<file path="config.mk">
export PLATFORM = sky130hd
export DESIGN_NAME = fecs_cmd
export DESIGN_NICKNAME = d
export VERILOG_FILES = /design/src/verilog/fecs_cmd.v /design/src/verilog/fecs_id_shift.v
export VERILOG_INCLUDE_DIRS = /design/src /design/src/verilog
export SDC_FILE = /design/constraint.sdc
export NUM_CORES = 1
export LEC_CHECK = 0
export BUFFER_PORTS_ARGS = -buffer_cell sky130_fd_sc_hd__buf_2
export CORE_MARGIN = 2
export CORE_UTILIZATION = 57
export DETAILED_ROUTE_END_ITERATION = 16
export GPL_TIMING_DRIVEN = 0
export PLACE_DENSITY = 0.85
export SETUP_SLACK_MARGIN = 0.5
export SLEW_MARGIN = 5
export SYNTH_ARGS = -nofsm -noshare
export SYNTH_HDL_FRONTEND = slang
export SYNTH_SLANG_ARGS = --single-unit
</file>
<file path="constraint.sdc">
create_clock -name ref_clk -period 3.3 [get_ports ref_clk]
set_input_delay 0.165 -clock ref_clk [delete_from_list [all_inputs] [get_ports ref_clk]]
set_output_delay 0.165 -clock ref_clk [all_outputs]
set_load 0.03 [all_outputs]
</file>
<file path="src/verilog/fecs_defines.vh">
`ifndef FECS_DEFINES_VH
`define FECS_DEFINES_VH

// System clock (ref_clk) rate of the block, in MHz.
`define FECS_CLK_MHZ 125

// Opcodes decoded by the command interpreter.
`define FECS_OP_WRITE_LATCH_SET_CMD 8'h06
`define FECS_OP_ARRAY_A 8'h60
`define FECS_OP_ARRAY_B 8'hC7
`define FECS_OP_BLOCK64 8'hD8
`define FECS_OP_SECTOR 8'h20
`define FECS_OP_BLOCK32 8'h52
`define FECS_OP_PROG 8'h02
`define FECS_OP_PROG_QUAD 8'h32
`define FECS_OP_LOW_POWER 8'hB9
`define FECS_OP_WAKE_ID 8'hAB
`define FECS_OP_MAKER_ID 8'h90
`define FECS_OP_MAKER_ID_DUAL 8'h92
`define FECS_OP_MAKER_ID_QUAD 8'h94
`define FECS_OP_IDENT 8'h9F
`define FECS_OP_PAUSE 8'h75
`define FECS_OP_CONTINUE 8'h7A

// Frame lengths, in link bits.
`define FECS_OPC_BITS 8'd8
`define FECS_ADDR_BITS 5'd24
`define FECS_ADDR_CMD_BITS 8'd32
`define FECS_PROG_MIN_BITS 8'd40
`define FECS_BITS_SAT 8'hF8

// Address of the maker/device read that puts the device ID first.
`define FECS_DEV_FIRST_ADDR 24'h000001

// Short delays in ns, and their counts in clock cycles (rounded up, the pause count rounded down).
`define FECS_DP_NS 3000
`define FECS_WAKE_NS 3000
`define FECS_WAKE_ID_NS 1800
`define FECS_SUS_NS 2000
`define FECS_DP_CYC ((`FECS_DP_NS * `FECS_CLK_MHZ + 999) / 1000)
`define FECS_WAKE_CYC ((`FECS_WAKE_NS * `FECS_CLK_MHZ + 999) / 1000)
`define FECS_WAKE_ID_CYC ((`FECS_WAKE_ID_NS * `FECS_CLK_MHZ + 999) / 1000)
`define FECS_SUS_CYC ((`FECS_SUS_NS * `FECS_CLK_MHZ) / 1000)

// Self-timed cycle lengths in us, and their counts in clock cycles.
`define FECS_BE_US 150000
`define FECS_CE_US 9000000
`define FECS_SE_US 50000
`define FECS_PP_US 600
`define FECS_BE_CYC (`FECS_BE_US * `FECS_CLK_MHZ)
`define FECS_CE_CYC (`FECS_CE_US * `FECS_CLK_MHZ)
`define FECS_SE_CYC (`FECS_SE_US * `FECS_CLK_MHZ)
`define FECS_PP_CYC (`FECS_PP_US * `FECS_CLK_MHZ)

`endif

</file>
<file path="src/verilog/fecs_cmd.v">
`include "fecs_defines.vh"
`timescale 1ns/1ps
`default_nettype none
module fecs_cmd #(
  parameter [31:0] BLK_ERASE_CYC = `FECS_BE_CYC,
  parameter [31:0] ARRAY_ERASE_CYC = `FECS_CE_CYC,
  parameter [31:0] SECTOR_ERASE_CYC = `FECS_SE_CYC,
  parameter [31:0] PROG_CYC = `FECS_PP_CYC,
  parameter [7:0] MAKER_ID = 8'h5A,
  parameter [7:0] DEVICE_ID = 8'h3C,
  parameter [7:0] MEM_TYPE = 8'h41,
  parameter [7:0] CAPACITY = 8'h18
) (
  // System clock and reset.
  input wire ref_clk,
  input wire rst_b,
  // Serial link pins; sclk, cs_b and io_in come from outside the clock domain, the outputs are registered on ref_clk.
  input wire sclk,
  input wire cs_b,
  input wire [3:0] io_in,
  output reg [3:0] io_out_r,
  output reg [3:0] io_oe_b_r,
  // Protection setting.
  input wire [4:0] protect_field,
  // Status.
  output reg busy_flag_r,
  output reg write_latch_flag_r,
  output reg [1:0] paused_flags_r,
  output reg low_power_r,
  output reg standby_r
);

  localparam [4:0] ST_OPC = 5'b00001;
  localparam [4:0] ST_ADDR = 5'b00010;
  localparam [4:0] ST_DUMMY = 5'b00100;
  localparam [4:0] ST_OUT = 5'b01000;
  localparam [4:0] ST_SKIP = 5'b10000;
  localparam [31:0] DP_CYC = `FECS_DP_CYC;
  localparam [31:0] WAKE_CYC = `FECS_WAKE_CYC;
  localparam [31:0] WAKE_ID_CYC = `FECS_WAKE_ID_CYC;
  localparam [31:0] SUS_CYC = `FECS_SUS_CYC;

  // Shift new lane bits into the low end of the receive register.
  function [31:0] shin;
    input [31:0] sh;
    input [3:0] d;
    input [2:0] lanes;
    begin
      case (lanes)
        3'd1: shin = {sh[30:0], d[0]};
        3'd2: shin = {sh[29:0], d[1:0]};
        default: shin = {sh[27:0], d};
      endcase
    end
  endfunction

  // A block is protected from the top (or bottom) by a power-of-two count.
  function prot_hit;
    input [4:0] bp;
    input [7:0] blk;
    reg [8:0] n;
    begin
      n = (bp[2:0] == 3'h7) ? 9'h100 : ((9'h001 << bp[2:0]) >> 1);
      if (bp[3])
        prot_hit = ({1'b0, blk} < n);
      else
        prot_hit = (({1'b0, blk} + n) >= 9'h100);
    end
  endfunction

  // Two-flop synchronisers for the link pins; stage three only feeds edge detection.
  reg [5:0] sync1_r;
  reg [5:0] sync2_r;
  reg sclk_d_r;
  reg cs_b_d_r;
  always @(posedge ref_clk) begin
    if (!rst_b) begin
      // Reset levels match the idle pins, clock low and select high, so no false edge follows.
      sync1_r <= 6'h10;
      sync2_r <= 6'h10;
      sclk_d_r <= 1'b0;
      cs_b_d_r <= 1'b1;
    end else begin
      sync1_r <= {sclk, cs_b, io_in};
      sync2_r <= sync1_r;
      sclk_d_r <= sync2_r[5];
      cs_b_d_r <= sync2_r[4];
    end
  end

  wire cs_low = ~sync2_r[4];
  wire cs_rise = sync2_r[4] & ~cs_b_d_r;
  wire sclk_rise = sync2_r[5] & ~sclk_d_r;
  wire sclk_fall = ~sync2_r[5] & sclk_d_r;
  wire [3:0] din = sync2_r[3:0];

  // Link state.
  reg [4:0] st_r;
  reg [7:0] bits_r;
  reg [4:0] cnt_r;
  reg [31:0] sh_r;
  reg [7:0] opcode_r;
  reg [23:0] addr_r;
  reg [2:0] lanes_r;
  reg id_load_r;
  reg [23:0] id_pat_r;
  reg [4:0] id_len_r;
  wire [3:0] id_bits;
  wire [7:0] op_nb = {sh_r[6:0], din[0]};
  wire [31:0] sh_nxt = shin(sh_r, din, lanes_r);
  wire [4:0] cnt_nxt = cnt_r + {2'b00, lanes_r};
  wire id_step = sclk_fall & cs_low & (st_r == ST_OUT);

  // Engine state used by decode.
  reg dp_pend_r;
  reg wake_pend_r;
  reg sus_wait_r;
  reg op_prog_r;
  reg op_pausable_r;
  reg [31:0] op_cnt_r;
  reg [31:0] pm_cnt_r;
  reg [31:0] sus_cnt_r;

  fecs_id_shift #(.W(24)) u_id (
    .ref_clk(ref_clk),
    .rst_b(rst_b),
    .load(id_load_r),
    .pattern(id_pat_r),
    .len(id_len_r),
    .lanes(lanes_r),
    .step(id_step),
    .bits(id_bits)
  );

  // Frame receiver; state, counts and lane width restart whenever select is high, while opcode and address are held.
  always @(posedge ref_clk) begin
    if (!rst_b) begin
      st_r <= ST_OPC;
      bits_r <= 8'd0;
      cnt_r <= 5'd0;
      sh_r <= 32'h0;
      opcode_r <= 8'h00;
      addr_r <= 24'h0;
      lanes_r <= 3'd1;
      id_load_r <= 1'b0;
      id_pat_r <= 24'h0;
      id_len_r <= 5'd8;
      io_out_r <= 4'h0;
      io_oe_b_r <= 4'hF;
    end else if (!cs_low) begin
      st_r <= ST_OPC;
      bits_r <= 8'd0;
      cnt_r <= 5'd0;
      lanes_r <= 3'd1;
      id_load_r <= 1'b0;
      io_oe_b_r <= 4'hF;
    end else begin
      id_load_r <= 1'b0;
      if (sclk_rise) begin
        if (bits_r != `FECS_BITS_SAT)
          bits_r <= bits_r + ((st_r == ST_OPC) ? 8'd1 : {5'd0, lanes_r});
        case (st_r)
          ST_OPC: begin
            sh_r <= shin(sh_r, din, 3'd1);
            if (bits_r == `FECS_OPC_BITS - 8'd1) begin
              opcode_r <= op_nb;
              cnt_r <= 5'd0;
              st_r <= ST_SKIP;
              if (!low_power_r || op_nb == `FECS_OP_WAKE_ID) begin
                case (op_nb)
                  `FECS_OP_WAKE_ID: if (!busy_flag_r) st_r <= ST_DUMMY;
                  `FECS_OP_IDENT: begin
                    if (!busy_flag_r) begin
                      st_r <= ST_OUT;
                      id_load_r <= 1'b1;
                      id_pat_r <= {MAKER_ID, MEM_TYPE, CAPACITY};
                      id_len_r <= 5'd24;
                    end
                  end
                  `FECS_OP_MAKER_ID: if (!busy_flag_r) st_r <= ST_ADDR;
                  `FECS_OP_MAKER_ID_DUAL: begin
                    if (!busy_flag_r) begin
                      st_r <= ST_ADDR;
                      lanes_r <= 3'd2;
                    end
                  end
                  `FECS_OP_MAKER_ID_QUAD: begin
                    if (!busy_flag_r) begin
                      st_r <= ST_ADDR;
                      lanes_r <= 3'd4;
                    end
                  end
                  `FECS_OP_BLOCK64, `FECS_OP_SECTOR, `FECS_OP_BLOCK32, `FECS_OP_PROG,
                  `FECS_OP_PROG_QUAD: st_r <= ST_ADDR;
                  default: st_r <= ST_SKIP;
                endcase
              end
            end
          end
          ST_ADDR: begin
            sh_r <= sh_nxt;
            cnt_r <= cnt_nxt;
            if (cnt_nxt == `FECS_ADDR_BITS) begin
              addr_r <= sh_nxt[23:0];
              st_r <= ST_SKIP;
              if (opcode_r == `FECS_OP_MAKER_ID || opcode_r == `FECS_OP_MAKER_ID_DUAL ||
                  opcode_r == `FECS_OP_MAKER_ID_QUAD) begin
                st_r <= ST_OUT;
                id_load_r <= 1'b1;
                id_len_r <= 5'd16;
                if (sh_nxt[23:0] == `FECS_DEV_FIRST_ADDR)
                  id_pat_r <= {8'h00, DEVICE_ID, MAKER_ID};
                else
                  id_pat_r <= {8'h00, MAKER_ID, DEVICE_ID};
              end
            end
          end
          ST_DUMMY: begin
            cnt_r <= cnt_nxt;
            if (cnt_nxt == `FECS_ADDR_BITS) begin
              st_r <= ST_OUT;
              id_load_r <= 1'b1;
              id_pat_r <= {16'h0000, DEVICE_ID};
              id_len_r <= 5'd8;
            end
          end
          ST_OUT: st_r <= ST_OUT;
          ST_SKIP: st_r <= ST_SKIP;
          default: st_r <= ST_SKIP;
        endcase
      end
      // Output bits change on the falling link clock so the host samples them stable.
      if (id_step) begin
        case (lanes_r)
          3'd1: begin
            io_out_r <= {2'b00, id_bits[0], 1'b0};
            io_oe_b_r <= 4'b1101;
          end
          3'd2: begin
            io_out_r <= {2'b00, id_bits[1:0]};
            io_oe_b_r <= 4'b1100;
          end
          default: begin
            io_out_r <= id_bits;
            io_oe_b_r <= 4'b0000;
          end
        endcase
      end
    end
  end

  // Command execution happens only on select rising, with the exact bit count for all but program and wake.
  reg ex_write_latch_set_cmd, ex_array, ex_block, ex_sector, ex_prog, ex_dp, ex_sus, ex_res, ex_wake;
  always @* begin
    ex_write_latch_set_cmd = 1'b0;
    ex_array = 1'b0;
    ex_block = 1'b0;
    ex_sector = 1'b0;
    ex_prog = 1'b0;
    ex_dp = 1'b0;
    ex_sus = 1'b0;
    ex_res = 1'b0;
    ex_wake = 1'b0;
    if (cs_rise && low_power_r) begin
      ex_wake = !wake_pend_r && opcode_r == `FECS_OP_WAKE_ID && bits_r >= `FECS_OPC_BITS;
    end else if (cs_rise && !dp_pend_r && !busy_flag_r) begin
      ex_write_latch_set_cmd = (opcode_r == `FECS_OP_WRITE_LATCH_SET_CMD) && (bits_r == `FECS_OPC_BITS);
      ex_array = (opcode_r == `FECS_OP_ARRAY_A || opcode_r == `FECS_OP_ARRAY_B) &&
                 (bits_r == `FECS_OPC_BITS) && write_latch_flag_r &&
                 (protect_field == 5'h00) && (paused_flags_r == 2'b00);
      ex_block = (opcode_r == `FECS_OP_BLOCK64) && (bits_r == `FECS_ADDR_CMD_BITS) &&
                 write_latch_flag_r && !prot_hit(protect_field, addr_r[23:16]) &&
                 (paused_flags_r == 2'b00);
      ex_sector = (opcode_r == `FECS_OP_SECTOR || opcode_r == `FECS_OP_BLOCK32) &&
                  (bits_r == `FECS_ADDR_CMD_BITS) && write_latch_flag_r &&
                  !prot_hit(protect_field, addr_r[23:16]) && (paused_flags_r == 2'b00);
      ex_prog = (opcode_r == `FECS_OP_PROG || opcode_r == `FECS_OP_PROG_QUAD) &&
                (bits_r >= `FECS_PROG_MIN_BITS) && (bits_r[2:0] == 3'd0) &&
                write_latch_flag_r && !prot_hit(protect_field, addr_r[23:16]) &&
                (paused_flags_r == 2'b00);
      ex_dp = (opcode_r == `FECS_OP_LOW_POWER) && (bits_r == `FECS_OPC_BITS);
      ex_res = (opcode_r == `FECS_OP_CONTINUE) && (bits_r == `FECS_OPC_BITS) &&
               (paused_flags_r != 2'b00);
    end else if (cs_rise && busy_flag_r && !sus_wait_r) begin
      ex_sus = (opcode_r == `FECS_OP_PAUSE) && (bits_r == `FECS_OPC_BITS) &&
               (paused_flags_r == 2'b00) && op_pausable_r;
    end
  end

  wire op_start = ex_array | ex_block | ex_sector | ex_prog;

  // Self-timed cycle, pause, and low-power engine.
  always @(posedge ref_clk) begin
    if (!rst_b) begin
      busy_flag_r <= 1'b0;
      write_latch_flag_r <= 1'b0;
      paused_flags_r <= 2'b00;
      low_power_r <= 1'b0;
      standby_r <= 1'b1;
      dp_pend_r <= 1'b0;
      wake_pend_r <= 1'b0;
      sus_wait_r <= 1'b0;
      op_prog_r <= 1'b0;
      op_pausable_r <= 1'b0;
      op_cnt_r <= 32'd0;
      pm_cnt_r <= 32'd0;
      sus_cnt_r <= 32'd0;
    end else begin
      standby_r <= !cs_low && !busy_flag_r && !low_power_r && !dp_pend_r;
      if (ex_write_latch_set_cmd)
        write_latch_flag_r <= 1'b1;
      else if (op_start)
        write_latch_flag_r <= 1'b0;
      if (op_start) begin
        busy_flag_r <= 1'b1;
        op_prog_r <= ex_prog;
        op_pausable_r <= !ex_array;
        if (ex_array)
          op_cnt_r <= ARRAY_ERASE_CYC;
        else if (ex_block)
          op_cnt_r <= BLK_ERASE_CYC;
        else if (ex_sector)
          op_cnt_r <= SECTOR_ERASE_CYC;
        else
          op_cnt_r <= PROG_CYC;
      end else if (ex_sus) begin
        paused_flags_r <= op_prog_r ? 2'b10 : 2'b01;
        sus_wait_r <= 1'b1;
        sus_cnt_r <= SUS_CYC;
      end else if (ex_res) begin
        paused_flags_r <= 2'b00;
        busy_flag_r <= 1'b1;
      end else if (busy_flag_r && sus_wait_r) begin
        // The remaining cycle count is frozen until the operation continues.
        sus_cnt_r <= sus_cnt_r - 32'd1;
        if (sus_cnt_r <= 32'd1) begin
          busy_flag_r <= 1'b0;
          sus_wait_r <= 1'b0;
        end
      end else if (busy_flag_r) begin
        op_cnt_r <= op_cnt_r - 32'd1;
        if (op_cnt_r <= 32'd1)
          busy_flag_r <= 1'b0;
      end
      // One counter serves both the entry and the wake delay; they never overlap.
      if (ex_dp) begin
        dp_pend_r <= 1'b1;
        pm_cnt_r <= DP_CYC;
      end else if (ex_wake) begin
        wake_pend_r <= 1'b1;
        pm_cnt_r <= (bits_r == `FECS_OPC_BITS) ? WAKE_CYC : WAKE_ID_CYC;
      end else if (dp_pend_r || wake_pend_r) begin
        pm_cnt_r <= pm_cnt_r - 32'd1;
        if (pm_cnt_r <= 32'd1) begin
          dp_pend_r <= 1'b0;
          wake_pend_r <= 1'b0;
          low_power_r <= dp_pend_r;
        end
      end
    end
  end

endmodule // fecs_cmd
`default_nettype wire

</file>
<file path="src/verilog/fecs_id_shift.v">
`timescale 1ns/1ps
`default_nettype none
// Rotating shifter that presents identification bits one, two or four at a time.
module fecs_id_shift #(
  parameter W = 24
) (
  // Clock and reset.
  input wire ref_clk,
  input wire rst_b,
  // Pattern load.
  input wire load,
  input wire [W-1:0] pattern,
  input wire [4:0] len,
  // Stepping.
  input wire [2:0] lanes,
  input wire step,
  // Current output bits, most significant first in the highest lane.
  output wire [3:0] bits
);

  reg [W-1:0] data_r;
  reg [4:0] len_r;
  reg [4:0] idx_r;
  wire [4:0] sa;
  wire [W-1:0] shr;
  wire [4:0] idx_nxt;

  // The window starts at the top of the pattern and wraps so the ID repeats.
  assign sa = len_r - idx_r - {2'b00, lanes};
  assign shr = data_r >> sa;
  assign bits = shr[3:0];
  assign idx_nxt = idx_r + {2'b00, lanes};

  // Load wins over step, so a fresh frame always begins at the top.
  always @(posedge ref_clk) begin
    if (!rst_b) begin
      data_r <= {W{1'b0}};
      len_r <= 5'd8;
      idx_r <= 5'd0;
    end else if (load) begin
      data_r <= pattern;
      len_r <= len;
      idx_r <= 5'd0;
    end else if (step) begin
      idx_r <= (idx_nxt >= len_r) ? 5'd0 : idx_nxt;
    end
  end

endmodule // fecs_id_shift
`default_nettype wire

</file>
==> flow_summary_export.csv <==
group,metric,value,unit
sta,slew_viol_final,0,
clock_network,htreeDepth,1,
global_routing,grt_pass1_wl,56.2,mm
synthesis,syn_inst,1488,
critical_path,critical_path_peak_fanout,5,
place,place_hpwl,24.0,mm
flow_run,maxCapViolCount,0,
synthesis,synth_edf_count,0,
detailed_routing,drtPass1Iterations,6,
detailed_routing,drt_iter0_markers,1369,
synthesis,synth_seq_area_share,34.4,%
cells_and_area,final_cell_area,14600,µm²
synthesis,synth_area_leaders,"dfxtp_1, nor2_1, a21oi_1",
hold_path,hp-start,"rst_b",
clock_network,clockBufferDepth,3,
synthesis,yosys_warnings,0,
synthesis,synth_ff_type,"dfxtp_1",
synthesis,synth.most_common_cell,"dfxtp_1",
place,dp_cells,1788,
power,leakagePower,5.79,nW
cells_and_area,drive_above_1_share,16.4,%
sta,period_minus_slack,2.85,ns
clock_network,cts_buffers,24,
detailed_routing,post_drt_wl_per_cell,18.8,µm
detailed_routing,vias,11942,
global_routing,grt_start_max_net_pins,15,
cells_and_area,fin_cells,1869,
critical_path,cp_data_required_time,3.68,ns
global_routing,antenna_found_initial,1,
synthesis,synth_fp_nets,1541,
synthesis,synth.distinct_cells,91,
detailed_routing,drt-total-wl,35.2,mm
place,postPlaceCellArea,12900,µm²
clock_network,clock_sinks,212,
critical_path,worstSetupPathType,"reg -> reg",
status,run_status,"completed",
critical_path,startpoint,"lanes_r[0]",
floorplan,io_pins,27,
synthesis,synth-seq-cells,212,
detailed_routing,drc_errors,0,
clock_network,cts_tree,"done",
critical_path,end_kind,"flop",
critical_path,start_kind,"flop",
cells_and_area,nets,1628,
global_routing,grt_pass1_vias,11339,
global_routing,track_usage,30.2,%
sta,final.setup_skew,0.00982,ns
critical_path,critPathArrivalTime,3.23,ns
sta,fin_crit_sh,86.3,%
critical_path,timing.rr.start,"lanes_r[0]",
floorplan,start_util,58.3,%
synthesis,avgSynthCellArea,8.30,µm²
sta,rsz0062_at_grt,"true",
place,numPortBuffers,25,
detailed_routing,ant_nets,0,
place,place.gp.congestion,0.959,
power,vdd.ir_drop.worst,0.486,mV
sta,fmax,351,MHz
hold_path,hp-class,"in -> reg",
floorplan,die_area,22800,µm²
synthesis,synth_top_area_share,34.4,%
sta,worstMarginPinSlew,0.756,ns
sta,hold_violations,0,
floorplan,rows,53,
floorplan,die_w,151,µm
sta,finalSetupViolCount,0,
sta,hold_ws,0.142,ns
synthesis,async_flop_share,0,%
floorplan,core_area,21200,µm²
power,p_per_area,393,nW/µm²
sta,maxSlewHeadroom,49.1,%
cells_and_area,areaGrowthSynthToFinish,18.6,%
synthesis,syn_area,12300,µm²
clock_network,clk_pin_slew,0.06,ns
power,finalPower,0.00575,W
global_routing,grt_overflow_total,0,
clock_network,cts_root_buffer,"clkbuf_16",
floorplan,die-height,151,µm
synthesis,yosys-top-cells-count,"dfxtp_1, nor2_1, a21oi_1",
detailed_routing,vias_per_cell,6.39,
clock_network,insertion_delay,0.52,ns
synthesis,yosysTopAreaCell,"dfxtp_1",
worst max-delay path: stages (launching register included):
cell and delay, ns:
dfxtp_4 0.36, buf_6 0.12, clkbuf_16 0.14, clkinv_8 0.04, ha_4 0.12, ha_4 0.13
inv_2 0.04, fa_2 0.65, mux2_4 0.31, a222oi_1 0.30, mux2_4 0.22, o21ai_4 0.06
nand4b_1 0.11, o311ai_1 0.10
sequential cells by signal, indices dropped and copies added (netlist names), 7 cells and up:
name	cells
id_pat_r	7
u_id.data_r	7
opcode_r	8
addr_r	8
pm_cnt_r	32
op_cnt_r	32
bits_r	8
sus_cnt_r	32
sh_r	23
cell families after synthesis:
logic type / count (synthesis) / synth area share [%]
multiplexers: 42 / 3.77
XOR/XNOR: 78 / 5.53
buffers and inverters: 142 / 5.06
AO/OA/AOI/OAI: 320 / 17.6
AND/OR/NAND/NOR: 654 / 29.3
flip-flops: 212 / 34.4
adder cells (fa/ha/maj): 40 / 4.36
layer usage:
| metal | global-route usage [%] | wire length (µm) |
|---|---|---|
| met1 | 39.1 | 14500 |
| met2 | 50.2 | 16300 |
| met3 | 5.75 | 2930 |
| met4 | 11.4 | 1470 |
| met5 | 0 | 0 |
final cells by class:
| cell class | instances | area, µm² |
|---|---|---|
| Buffer | 98 | 612 |
| Multi-Input combinational cell | 1134 | 7930 |
| Fill cell | 1602 | 6520 |
| Tap cell | 275 | 344 |
| Timing Repair Buffer | 61 | 408 |
| Antenna cell | 1 | 2.50 |
| Sequential cell | 212 | 4250 |
| Inverter | 44 | 188 |
| Clock inverter | 15 | 241 |
| Clock buffer | 29 | 661 |
power breakdown:
part	switching [W]	total, W	internal [W]
Combinational	0.000109	0.000162	0.0000534
Sequential	0.00000953	0.00258	0.00257
Clock	0.00110	0.00301	0.00190
Total	0.00122	0.00575	0.00452
repair_timing:
| action | in CTS | in global routing |
|---|---|---|
| hold endpoints to repair | 6 | 0 |
| gates cloned | 0 | 1 |
| setup endpoints to repair | 78 | 70 |
| hold buffers | 6 | 0 |
| resized for setup | 74 | 74 |
| pin swaps | 18 | 28 |
| buffers inserted | 18 | 11 |
stage by stage:
stage / utilization (%) / setup slack [ns] / setup TNS [ns]
finish: 69.2 / 0.451 / 0
global route: 69.2 / 0.340 / 0
CTS: 67.6 / 0.492 / 0
detailed placement: 60.9 / -0.128 / -0.804
global placement: 60.9 / -0.102 / -0.126
floorplan: - / 0.475 / 0
cells in the final DEF, fill, tap and decap left out, types with 39 or more instances in the layout:
master | synthesis | layout
nor2_1 | 205 | 203
xnor2_1 | 48 | 47
dfxtp_1 | 212 | 209
inv_1 | 44 | 39
nor4bb_1 | 42 | 42
nand3_1 | 45 | 44
a21oi_1 | 111 | 109
o21ai_0 | 48 | 45
clkbuf_1 | 69 | 54
nand2_1 | 87 | 85
nor3_1 | 45 | 41
final timing paths:
check	to	slack, ns	cells past startpoint
worst max-delay path	io_out_r[1]	0.45	13
worst min-delay path	op_cnt_r[11]	0.14	4
worst max register to register	io_out_r[1]	0.45	13
worst min register to register	sync2_r[3]	0.43	1
Power figures use the tool's default switching activity.
